**src/rtl/timer16_regs.svh**
```systemverilog
`ifndef TIMER16_REGS_SVH
`define TIMER16_REGS_SVH
// byte register offsets on the wishbone bus
`define T16_CR2_OFS     4'h0
`define T16_CR1_OFS     4'h1
`define T16_SR_OFS      4'h2
`define T16_IC1H_OFS    4'h3
`define T16_IC1L_OFS    4'h4
`define T16_OC1H_OFS    4'h5
`define T16_OC1L_OFS    4'h6
`define T16_CNTH_OFS    4'h7
`define T16_CNTL_OFS    4'h8
`define T16_ACNTH_OFS   4'h9
`define T16_ACNTL_OFS   4'ha
`define T16_IC2H_OFS    4'hb
`define T16_IC2L_OFS    4'hc
`define T16_OC2H_OFS    4'hd
`define T16_OC2L_OFS    4'he
// control register one fields
`define T16_CR1_CAPTURE_IRQ_ENABLE    7
`define T16_CR1_COMPARE_IRQ_ENABLE    6
`define T16_CR1_OVERFLOW_IRQ_ENABLE    5
`define T16_CR1_OLVL2   2
`define T16_CR1_IEDG1   1
`define T16_CR1_OLVL1   0
// control register two fields
`define T16_CR2_OC1E    7
`define T16_CR2_OC2E    6
`define T16_CR2_OPM     5
`define T16_CR2_PWM     4
`define T16_CR2_CC1     3
`define T16_CR2_CC0     2
`define T16_CR2_IEDG2   1
`define T16_CR2_EXT_CLOCK_EDGE_SELECT   0
// writable bits (forced compare bits read as zero)
`define T16_CR1_WMASK   8'he7
// reset values and counter maximum
`define T16_CNT_RST     16'hfffc
`define T16_CNT_MAX     16'hffff
`define T16_OC_RST      16'h8000
`define T16_CR_RST      8'h00
`endif

```
**src/rtl/timer16_pkg.sv**
```systemverilog
package timer16_pkg;
   typedef logic [7:0]  byte_t;   // one bus byte
   typedef logic [15:0] count_t;  // counter width value
   typedef logic [3:0]  addr_t;   // register offset
endpackage

```
**src/rtl/capture_compare_timer16.sv**
```systemverilog
`timescale 1ns/1ps
`include "timer16_regs.svh"
module capture_compare_timer16 (
   input  wire logic                clk_i,        // cpu clock, 10 MHz
   input  wire logic                rst_i,        // sync reset
   input  wire logic                cyc_i,        // wishbone cycle
   input  wire logic                stb_i,        // wishbone strobe
   input  wire logic                we_i,         // write enable
   input  wire logic                sel_i,        // byte select
   input  wire timer16_pkg::addr_t  adr_i,        // register offset
   input  wire timer16_pkg::byte_t  dat_i,        // write data
   output timer16_pkg::byte_t       dat_o,        // read data
   output logic                     ack_o,        // wishbone ack
   input  wire logic                irq_mask_i,   // cpu global mask
   input  wire logic                halt_i,       // cpu halt mode
   input  wire logic                ext_clock_pin_i,       // external clock
   input  wire logic [1:0]          capture_input_pin_i,   // capture pins
   output logic [1:0]               compare_output_pin_o,  // compare pins
   output logic [1:0]               compare_output_enable_o, // pin owned
   output logic                     timer_irq_o   // timer interrupt
);
   import timer16_pkg::*;

   // bus side
   logic   ack_q;         // registered ack
   logic   acc;           // request accepted this cycle
   logic   rd;            // accepted read
   logic   wr;            // accepted write
   byte_t  dat_q;         // read data register

   // control registers
   byte_t  cr1_q;         // control_reg_one
   byte_t  cr2_q;         // control_reg_two

   // counter and clocking
   count_t cnt_q;         // free running counter
   logic [2:0] pre_q;     // prescaler
   logic   tick;          // timer clock enable
   logic   ext_edge;      // synchronised external edge
   logic   ovf;           // wrap this tick
   byte_t  lsb_buf_q;     // latched low byte
   logic   lsb_valid_q;   // latch holds a value

   // flags
   logic   tof_q;         // overflow_flag
   logic   tof_arm_q;     // status read saw tof
   logic [1:0] icf_q;     // capture_flag
   logic [1:0] icf_arm_q; // status read saw icf
   logic [1:0] ocf_q;     // compare_flag
   logic [1:0] ocf_arm_q; // status read saw ocf

   // capture
   count_t icr_q [2];     // capture_value_reg
   logic [1:0] cap_inh_q; // blocked after high read
   logic [1:0] cap_edge;  // synchronised capture edges
   logic [1:0] cap_ok;    // capture allowed
   logic [1:0] cap_go;    // capture taken

   // compare
   count_t ocr_q [2];     // compare_value_reg
   logic [1:0] cmp_inh_q; // blocked after high write
   logic [1:0] match;     // counter equals compare
   logic [1:0] ocf_ok;    // flag may set in mode
   logic [1:0] pin_q;     // compare pin latches
   logic [1:0] olvl;      // programmed levels
   logic   mode_alt;      // one-pulse or pwm

   // register selects
   logic   a_cntl;        // counter low
   logic   a_acntl;       // alternate low
   logic   a_cnth;        // either high byte
   logic [1:0] a_icl;     // capture low bytes
   logic [1:0] a_ich;     // capture high bytes
   logic [1:0] a_ocl;     // compare low bytes
   logic [1:0] a_och;     // compare high bytes

   // one-cycle classic handshake
   assign acc = cyc_i & stb_i & ~ack_q;
   assign rd  = acc & ~we_i;
   assign wr  = acc & we_i & sel_i;

   // address compare
   assign a_cntl  = (adr_i == `T16_CNTL_OFS);
   assign a_acntl = (adr_i == `T16_ACNTL_OFS);
   assign a_cnth  = (adr_i == `T16_CNTH_OFS) | (adr_i == `T16_ACNTH_OFS);
   assign a_icl   = {adr_i == `T16_IC2L_OFS, adr_i == `T16_IC1L_OFS};
   assign a_ich   = {adr_i == `T16_IC2H_OFS, adr_i == `T16_IC1H_OFS};
   assign a_ocl   = {adr_i == `T16_OC2L_OFS, adr_i == `T16_OC1L_OFS};
   assign a_och   = {adr_i == `T16_OC2H_OFS, adr_i == `T16_OC1H_OFS};

   // ack one cycle after the request
   always_ff @(posedge clk_i) begin
      if (rst_i) begin
         ack_q <= 1'b0;
      end else begin
         ack_q <= acc;
      end
   end
   assign ack_o = ack_q;
   assign dat_o = dat_q;

   // control register writes
   always_ff @(posedge clk_i) begin
      if (rst_i) begin
         cr1_q <= `T16_CR_RST;
         cr2_q <= `T16_CR_RST;
      end else if (wr && adr_i == `T16_CR1_OFS) begin
         cr1_q <= dat_i & `T16_CR1_WMASK;
      end else if (wr && adr_i == `T16_CR2_OFS) begin
         cr2_q <= dat_i;
      end
   end

   assign mode_alt = cr2_q[`T16_CR2_OPM] | cr2_q[`T16_CR2_PWM];
   assign olvl     = {cr1_q[`T16_CR1_OLVL2], cr1_q[`T16_CR1_OLVL1]};

   edge_sync u_ext (
      .clk_i  (clk_i),
      .rst_i  (rst_i),
      .pin_i  (ext_clock_pin_i),
      .rise_i (cr2_q[`T16_CR2_EXT_CLOCK_EDGE_SELECT]),
      .edge_o (ext_edge)
   );

   edge_sync u_cap1 (
      .clk_i  (clk_i),
      .rst_i  (rst_i),
      .pin_i  (capture_input_pin_i[0]),
      .rise_i (cr1_q[`T16_CR1_IEDG1]),
      .edge_o (cap_edge[0])
   );
   edge_sync u_cap2 (
      .clk_i  (clk_i),
      .rst_i  (rst_i),
      .pin_i  (capture_input_pin_i[1]),
      .rise_i (cr2_q[`T16_CR2_IEDG2]),
      .edge_o (cap_edge[1])
   );

   // prescaler, frozen in halt
   always_ff @(posedge clk_i) begin
      if (rst_i) begin
         pre_q <= 3'h0;
      end else if (!halt_i) begin
         pre_q <= pre_q + 3'h1;
      end
   end

   always_comb begin
      tick = 1'b0;
      if (halt_i) begin
         tick = 1'b0;
      end else begin
         case (cr2_q[`T16_CR2_CC1:`T16_CR2_CC0])
            2'b00:   tick = (pre_q[1:0] == 2'h3);  // divide by 4
            2'b01:   tick = pre_q[0];              // divide by 2
            2'b10:   tick = (pre_q == 3'h7);       // divide by 8
            default: tick = ext_edge;              // external pin
         endcase
      end
   end

   assign ovf = tick & (cnt_q == `T16_CNT_MAX);

   // counter, reload on low byte writes
   always_ff @(posedge clk_i) begin
      if (rst_i) begin
         cnt_q <= `T16_CNT_RST;
      end else if (wr && (a_cntl || a_acntl)) begin
         cnt_q <= `T16_CNT_RST;
      end else if (tick) begin
         cnt_q <= cnt_q + 16'h0001;
      end
   end

   // latch low byte on first high read
   always_ff @(posedge clk_i) begin
      if (rst_i) begin
         lsb_buf_q   <= 8'h00;
         lsb_valid_q <= 1'b0;
      end else if (rd && a_cnth && !lsb_valid_q) begin
         lsb_buf_q   <= cnt_q[7:0];
         lsb_valid_q <= 1'b1;
      end else if (rd && (a_cntl || a_acntl)) begin
         lsb_valid_q <= 1'b0;
      end
   end

   always_ff @(posedge clk_i) begin
      if (rst_i) begin
         tof_q     <= 1'b0;
         tof_arm_q <= 1'b0;
      end else begin
         if (ovf) begin
            tof_q <= 1'b1;
         end else if (acc && a_cntl && tof_arm_q) begin
            tof_q <= 1'b0;
         end
         if (acc && a_cntl) begin
            tof_arm_q <= 1'b0;
         end else if (rd && adr_i == `T16_SR_OFS && tof_q) begin
            tof_arm_q <= 1'b1;
         end
      end
   end

   // channel one idle in one-pulse or pwm
   assign cap_ok = {1'b1, ~mode_alt} & ~cap_inh_q;
   assign cap_go = cap_edge & cap_ok;

   for (genvar i = 0; i < 2; i++) begin : g_cap
      // capture register, newest wins
      always_ff @(posedge clk_i) begin
         if (rst_i) begin
            icr_q[i] <= 16'h0000;
         end else if (cap_go[i]) begin
            icr_q[i] <= cnt_q;
         end
      end
      // high read blocks until low read
      always_ff @(posedge clk_i) begin
         if (rst_i) begin
            cap_inh_q[i] <= 1'b0;
         end else if (rd && a_ich[i]) begin
            cap_inh_q[i] <= 1'b1;
         end else if (rd && a_icl[i]) begin
            cap_inh_q[i] <= 1'b0;
         end
      end
      always_ff @(posedge clk_i) begin
         if (rst_i) begin
            icf_q[i]     <= 1'b0;
            icf_arm_q[i] <= 1'b0;
         end else begin
            if (cap_go[i]) begin
               icf_q[i] <= 1'b1;
            end else if (acc && a_icl[i] && icf_arm_q[i]) begin
               icf_q[i] <= 1'b0;
            end
            if (acc && a_icl[i]) begin
               icf_arm_q[i] <= 1'b0;
            end else if (rd && adr_i == `T16_SR_OFS && icf_q[i]) begin
               icf_arm_q[i] <= 1'b1;
            end
         end
      end
   end

   // flag suppression in one-pulse and pwm
   assign ocf_ok = cr2_q[`T16_CR2_PWM] ? 2'b00 :
                   (cr2_q[`T16_CR2_OPM] ? 2'b10 : 2'b11);

   for (genvar i = 0; i < 2; i++) begin : g_cmp
      assign match[i] = (cnt_q == ocr_q[i]) & ~cmp_inh_q[i];
      // compare value, software only
      always_ff @(posedge clk_i) begin
         if (rst_i) begin
            ocr_q[i] <= `T16_OC_RST;
         end else if (wr && a_och[i]) begin
            ocr_q[i][15:8] <= dat_i;
         end else if (wr && a_ocl[i]) begin
            ocr_q[i][7:0] <= dat_i;
         end
      end
      // high write suspends compare
      always_ff @(posedge clk_i) begin
         if (rst_i) begin
            cmp_inh_q[i] <= 1'b0;
         end else if (wr && a_och[i]) begin
            cmp_inh_q[i] <= 1'b1;
         end else if (wr && a_ocl[i]) begin
            cmp_inh_q[i] <= 1'b0;
         end
      end
      // compare flag, set wins
      always_ff @(posedge clk_i) begin
         if (rst_i) begin
            ocf_q[i]     <= 1'b0;
            ocf_arm_q[i] <= 1'b0;
         end else begin
            if (match[i] && ocf_ok[i]) begin
               ocf_q[i] <= 1'b1;
            end else if (acc && a_ocl[i] && ocf_arm_q[i]) begin
               ocf_q[i] <= 1'b0;
            end
            if (acc && a_ocl[i]) begin
               ocf_arm_q[i] <= 1'b0;
            end else if (rd && adr_i == `T16_SR_OFS && ocf_q[i]) begin
               ocf_arm_q[i] <= 1'b1;
            end
         end
      end
      // pin latch, low during reset
      always_ff @(posedge clk_i) begin
         if (rst_i) begin
            pin_q[i] <= 1'b0;
         end else if (match[i]) begin
            pin_q[i] <= olvl[i];
         end
      end
   end

   assign compare_output_enable_o = {cr2_q[`T16_CR2_OC2E], cr2_q[`T16_CR2_OC1E]};
   assign compare_output_pin_o    = pin_q & compare_output_enable_o;

   assign timer_irq_o = ~irq_mask_i &
      ((tof_q & cr1_q[`T16_CR1_OVERFLOW_IRQ_ENABLE]) |
       ((|icf_q) & cr1_q[`T16_CR1_CAPTURE_IRQ_ENABLE]) |
       ((|ocf_q) & cr1_q[`T16_CR1_COMPARE_IRQ_ENABLE]));

   // read data mux, unmapped reads zero
   always_ff @(posedge clk_i) begin
      if (rst_i) begin
         dat_q <= 8'h00;
      end else if (rd) begin
         if (adr_i == `T16_CR1_OFS) begin
            dat_q <= cr1_q;
         end else if (adr_i == `T16_CR2_OFS) begin
            dat_q <= cr2_q;
         end else if (adr_i == `T16_SR_OFS) begin
            dat_q <= {icf_q[0], ocf_q[0], tof_q, icf_q[1], ocf_q[1], 3'h0};
         end else if (a_cnth) begin
            dat_q <= cnt_q[15:8];
         end else if (a_cntl || a_acntl) begin
            dat_q <= lsb_valid_q ? lsb_buf_q : cnt_q[7:0];
         end else if (a_ich[0]) begin
            dat_q <= icr_q[0][15:8];
         end else if (a_icl[0]) begin
            dat_q <= icr_q[0][7:0];
         end else if (a_ich[1]) begin
            dat_q <= icr_q[1][15:8];
         end else if (a_icl[1]) begin
            dat_q <= icr_q[1][7:0];
         end else if (a_och[0]) begin
            dat_q <= ocr_q[0][15:8];
         end else if (a_ocl[0]) begin
            dat_q <= ocr_q[0][7:0];
         end else if (a_och[1]) begin
            dat_q <= ocr_q[1][15:8];
         end else if (a_ocl[1]) begin
            dat_q <= ocr_q[1][7:0];
         end else begin
            dat_q <= 8'h00;
         end
      end
   end

   // latch holds until low byte read
   AST_LATCH_HOLD: assert property (@(posedge clk_i) disable iff (rst_i)
      lsb_valid_q && !(rd && (a_cntl || a_acntl)) |=> $stable(lsb_buf_q) && lsb_valid_q)
      else $error("latched low byte changed");

   // unlatched low read gives live count
   AST_LIVE_LOW: assert property (@(posedge clk_i) disable iff (rst_i)
      rd && a_cntl && !lsb_valid_q |=> dat_o == $past(cnt_q[7:0]))
      else $error("live low byte wrong");

   // wrap sets overflow flag
   AST_OVF_SET: assert property (@(posedge clk_i) disable iff (rst_i)
      tick && cnt_q == 16'hffff && !(wr && (a_cntl || a_acntl)) |=> tof_q && cnt_q == 16'h0000)
      else $error("overflow flag not set on wrap");

   // unmasked enabled overflow raises irq
   AST_OVF_IRQ: assert property (@(posedge clk_i) disable iff (rst_i)
      tof_q && cr1_q[5] && !irq_mask_i |-> timer_irq_o)
      else $error("overflow irq missing");

   // no clear without prior status read
   AST_TOF_KEEP: assert property (@(posedge clk_i) disable iff (rst_i)
      tof_q && !tof_arm_q |=> tof_q)
      else $error("overflow cleared without status read");

   // alternate low never clears overflow
   AST_ALT_COUNTER_LOW_BYTE_KEEP: assert property (@(posedge clk_i) disable iff (rst_i)
      tof_q && acc && a_acntl |=> tof_q)
      else $error("alternate access cleared overflow");

   // halt freezes the count
   AST_HALT: assert property (@(posedge clk_i) disable iff (rst_i)
      halt_i && !wr |=> $stable(cnt_q))
      else $error("counter moved in halt");

   // capture copies count and flags
   AST_CAPTURE: assert property (@(posedge clk_i) disable iff (rst_i)
      cap_go[1] |=> icr_q[1] == $past(cnt_q) && icf_q[1])
      else $error("capture value or flag wrong");

   // blocked capture keeps old value
   AST_CAP_BLOCK: assert property (@(posedge clk_i) disable iff (rst_i)
      cap_inh_q[0] && !(rd && a_icl[0]) |=> $stable(icr_q[0]))
      else $error("capture changed while blocked");

   // match drives programmed level
   AST_CMP_PIN: assert property (@(posedge clk_i) disable iff (rst_i)
      match[0] && cr2_q[7] |=> compare_output_pin_o[0] == $past(olvl[0]))
      else $error("compare pin level wrong");

   // low byte write reloads counter
   AST_RELOAD: assert property (@(posedge clk_i) disable iff (rst_i)
      wr && a_cntl |=> cnt_q == 16'hfffc)
      else $error("counter not reloaded");
endmodule // capture_compare_timer16

```
**src/rtl/edge_sync.sv**
```systemverilog
`timescale 1ns/1ps
// two-stage synchroniser plus selectable edge detector
module edge_sync (
   input  wire logic clk_i,       // cpu clock
   input  wire logic rst_i,       // sync reset
   input  wire logic pin_i,       // asynchronous pin
   input  wire logic rise_i,      // 1 rising, 0 falling
   output logic      edge_o       // one-cycle pulse
);
   logic meta_q;    // first stage, read only by sync_q
   logic sync_q;    // second stage
   logic prev_q;    // delayed copy for edges

   // synchroniser chain
   always_ff @(posedge clk_i) begin
      if (rst_i) begin
         meta_q <= 1'b0;
         sync_q <= 1'b0;
         prev_q <= 1'b0;
      end else begin
         meta_q <= pin_i;
         sync_q <= meta_q;
         prev_q <= sync_q;
      end
   end

   // edge selected by polarity
   always_comb begin
      if (rise_i) begin
         edge_o = sync_q & ~prev_q;
      end else begin
         edge_o = ~sync_q & prev_q;
      end
   end
endmodule // edge_sync

```
**config.mk**
```make
export PLATFORM = sky130hd
export DESIGN_NAME = capture_compare_timer16
export DESIGN_NICKNAME = d
export VERILOG_FILES = /design/src/rtl/timer16_pkg.sv /design/src/rtl/capture_compare_timer16.sv /design/src/rtl/edge_sync.sv
export VERILOG_INCLUDE_DIRS = /design/src /design/src/rtl
export SDC_FILE = /design/constraint.sdc
export NUM_CORES = 1
export LEC_CHECK = 0
export BUFFER_PORTS_ARGS = -buffer_cell sky130_fd_sc_hd__buf_2
export CAP_MARGIN = 40
export CELL_PAD_IN_SITES_DETAIL_PLACEMENT = 1
export CELL_PAD_IN_SITES_GLOBAL_PLACEMENT = 1
export CORE_UTILIZATION = 40
export CTS_CLUSTER_DIAMETER = 200
export DETAILED_ROUTE_END_ITERATION = 10
export PLACE_DENSITY = 0.78
export SKIP_CTS_REPAIR_TIMING = 1
export SLEW_MARGIN = 0
export SYNTH_ARGS = -nofsm -noshare
export SYNTH_HDL_FRONTEND = slang
export SYNTH_SLANG_ARGS = --single-unit
```
**constraint.sdc**
```tcl
create_clock -name clk_i -period 2.75 [get_ports clk_i]
set_input_delay 0.1375 -clock clk_i [delete_from_list [all_inputs] [get_ports clk_i]]
set_output_delay 0.1375 -clock clk_i [all_outputs]
set_load 0.03 [all_outputs]
```
==> results by group <==
Timing
  – Worst Tran Pin Value: ~0.9 ns
  – Final Slew Violations: 0
  – Setup_tns: 0 ns
  – Final Hold Fails: 0
  – Hold_ws: roughly 0.037 ns
  – Final Skew: between 0.01 and 0.015 ns
  – PnR worst setup slack: 0.621 ns
  – Relative slew slack: around 41%
  – Setup violators final: 0
  – RSZ-0062 raised after global routing: false
  – Final min period: 2.13 ns
  – Period utilisation layout: 77.4%
  – Highest Clock Rate: about 470 MHz

Yosys
  – Commonest cells post-synth: dfxtp_1 (76), edfxtp_1 (64), and2_1 (60), nor2_1 (52), a21oi_1 (45)
  – Post-Syn Nets: ~770
  – Post-synth ARST share: 0%
  – Top FF cell, synth: dfxtp_1
  – Syn Inst Count: approximately 740
  – Cell Area, Synth: 7290 sq um
  – Post-Synthesis Mean Instance Area: about 9.9 sq um
  – Cell taking the most area after synthesis: edfxtp_1
  – Most common cell in the netlist: dfxtp_1
  – Sequential area share after synthesis: around 47%
  – Post-synth EDFFs: 64
  – FF+latch count, synth: 140
  – Synth warnings: 0
  – Share of the synthesized area in the top cell type: a little over a quarter
  – Distinct cell type count after synthesis: 69
  – Most area-consuming cells after synthesis: edfxtp_1 (26%), dfxtp_1 (21%), mux2i_1 (5.8%)

Clock network
  – Root buf cell: clkbuf_16
  – Worst-case clock buffer depth: 2
  – Clock Pin Slew Worst Setup and Hold Paths: 0.07 ns
  – Skew-Pair Late Insertion Delay: roughly 0.43 ns
  – CTS sink cnt: 140
  – CTS Buf Count: 17
  – Deepest level of the CTS H-tree: 4
  – CTS tree: built

Pwr
  – Sw power: 1.30 mW
  – Power share of the combinational group: around 7.5%
  – Pwr Total: 5.09 mW
  – P per Cell Area: roughly 600 nW/um^2
  – Clk pwr share: 47.8%
  – Int Pwr: roughly 3.8 mW
  – Net Sw Frac: approximately a quarter
  – Reg power frac: around 45%
  – Maximum VDD drop: around 490 uV
  – Static Leak: about 3.2 nW

Floorplanning
  – Die X-Extent: roughly 140 um
  – DIE AREA: between 15000 and 20000 sq um
  – FP Rows: a little under 50
  – Initial core utilization: 40.7%
  – Io pins: 37
  – Die height: 137 um
  – Core box area: between 15000 and 20000 sq um

Finish
  – Post-Layout Inst Area: ~8300 sq um
  – Final core utilization: 46.6%
  – Nets@finish: roughly 790
  – Fraction of layout cells with a size suffix above 1: roughly 15%
  – Fill count: 2027
  – Post-route non-filler standard cell count: approximately 1000
  – Antenna Cells: 0
  – Area grow syn2layout: 14.3%

Routing
  – DRT antenna net count: 0
  – Vias: 6066
  – Final wirelength: 24.3 mm
  – Vias per cell: 6.01
  – Number of remaining DRC errors: 0
  – Initial drt markers: approximately 700
  – Drt pass-1 iters: 5
  – Routed WL per cell: 24.1 um

Worst setup path
  – Critical Path Source Type: flip-flop
  – Crit path cell chain: ha_1 -> ha_1 -> mux2_2 -> o2111ai_1 -> nor4_2 -> nand3_1 -> mux2_2
  – CP Class: flip-flop to flip-flop
  – Critical path's slowest cell: o2111ai_1
  – Maximum fanout along the worst path: 5
  – CP delay by family, top: multiplexers
  – Worst path bufs/invs: 0
  – Crit end category: flip-flop
  – CP required: between 3 and 4 ns
  – Crit path DAT: roughly 2.5 ns
  – Largest stage delay on the critical path: 0.45 ns

Placement
  – Port buffer count: 36
  – Dpl cells: just under 1000
  – GPL Wtd Cong: just over 0.9
  – Dpl cell area: around 7700 sq um
  – Dpl hpwl: 17.5 mm
  – DP Worst Slack: 0.607 ns

GRT
  – GR Util met3: under 10%
  – First-pass GRT wire length: 36.6 mm
  – Vias in the first global route: 6128
  – Total congestion overflow: 0
  – Largest net degree at the start of global routing: 35
  – GR Util All Layers: a little over a quarter
  – Initial antenna violation count: 0
  – Met2 Resource Use GR: between 40% and 50%
  – Busiest layer in global routing: met2
  – Met1 Use GR: around a third

Run
  – Max-cap viol count: 0

Hold path
  – Worst Hold Class: primary input to flip-flop

Outcome
  – Outcome: complete, no violations
power by group through the flow:
stage | clock network, mW | logic (mW) | registers (mW)
floorplan | 0 | 0.237 | 2.31
global placement | 0 | 0.352 | 2.32
detailed placement | 0 | 0.365 | 2.32
CTS | 2.46 | 0.370 | 2.28
global route | 2.53 | 0.406 | 2.28
finish | 2.44 | 0.379 | 2.28
area by class of cell:
cell class | instances | area [sq um] | area share (%)
clock buffers | 18 | 450 | 5.40
clock inverters | 14 | 169 | 2.03
inverters | 15 | 56.3 | 0.675
multi-input cells | 527 | 3520 | 42.2
flip-flops and latches | 140 | 3440 | 41.3
well taps | 229 | 287 | 3.44
repair buffers | 66 | 413 | 4.95
metal layers:
metal | vias up | share of wire (%)
met1 | 3072 | 42
met2 | 245 | 49
met5 | - | 0
li1 | 2699 | -
met3 | 50 | 6.1
met4 | 0 | 3.1
cells in the final DEF, fill, tap and decap left out, types with 5 or more instances in the layout:
cell type / instances
nand3_1: 8
xor2_1: 30
buf_2: 36
nor4_1: 11
inv_1: 15
o21ai_0: 20
edfxtp_1: 64
a21boi_0: 6
nand2b_1: 23
inv_6: 5
nor3b_1: 8
xnor2_1: 14
o21a_1: 7
a21oi_1: 45
nand3b_1: 5
a31oi_1: 6
o211ai_1: 5
mux2i_1: 42
dfxtp_1: 76
nand2_1: 41
a22o_1: 9
nor2b_1: 18
buf_4: 27
nor2_1: 52
nor3_1: 25
and2_1: 60
clkbuf_16: 18
mux2_2: 7
kinds of logic after synthesis:
group | share of synthesized area (%)
simple gates | 21.9
fa+ha+maj | 0.515
buf+inv | 4.65
compound gates | 13.6
mux | 6.84
flops | 47.2
xor+xnor | 5.28
state kept, by name, summed over array words and instances (netlist names), 2 cells and up:
signal	cells
cap_inh_q	2
cmp_inh_q	2
cnt_q	16
cr1_q	6
cr2_q	8
dat_o	8
icf_arm_q	2
icf_q	2
icr_q	32
lsb_buf_q	8
ocf_arm_q	2
ocf_q	2
ocr_q	32
pin_q	2
pre_q	3
worst register-to-register path, delay by kind of cell (launching register included):
kind / cells / cell delay [ns]
adders and majority gates: 2 / 0.39
DFF: 1 / 0.34
muxes: 2 / 0.62
AOI/OAI and AO/OA: 1 / 0.45
and+or+nand+nor: 2 / 0.22
worst paths after layout:
check,end,cells past startpoint,slack (ns),startpoint
setup / recovery,cnt_q[14],7,0.62,pre_q[0]
hold / removal,cr2_q[4],3,0.04,dat_i[4]
setup reg to reg,cnt_q[14],7,0.62,pre_q[0]
hold reg to reg,u_ext.sync_q,1,0.44,u_ext.meta_q
Power figures use the tool's default switching activity.
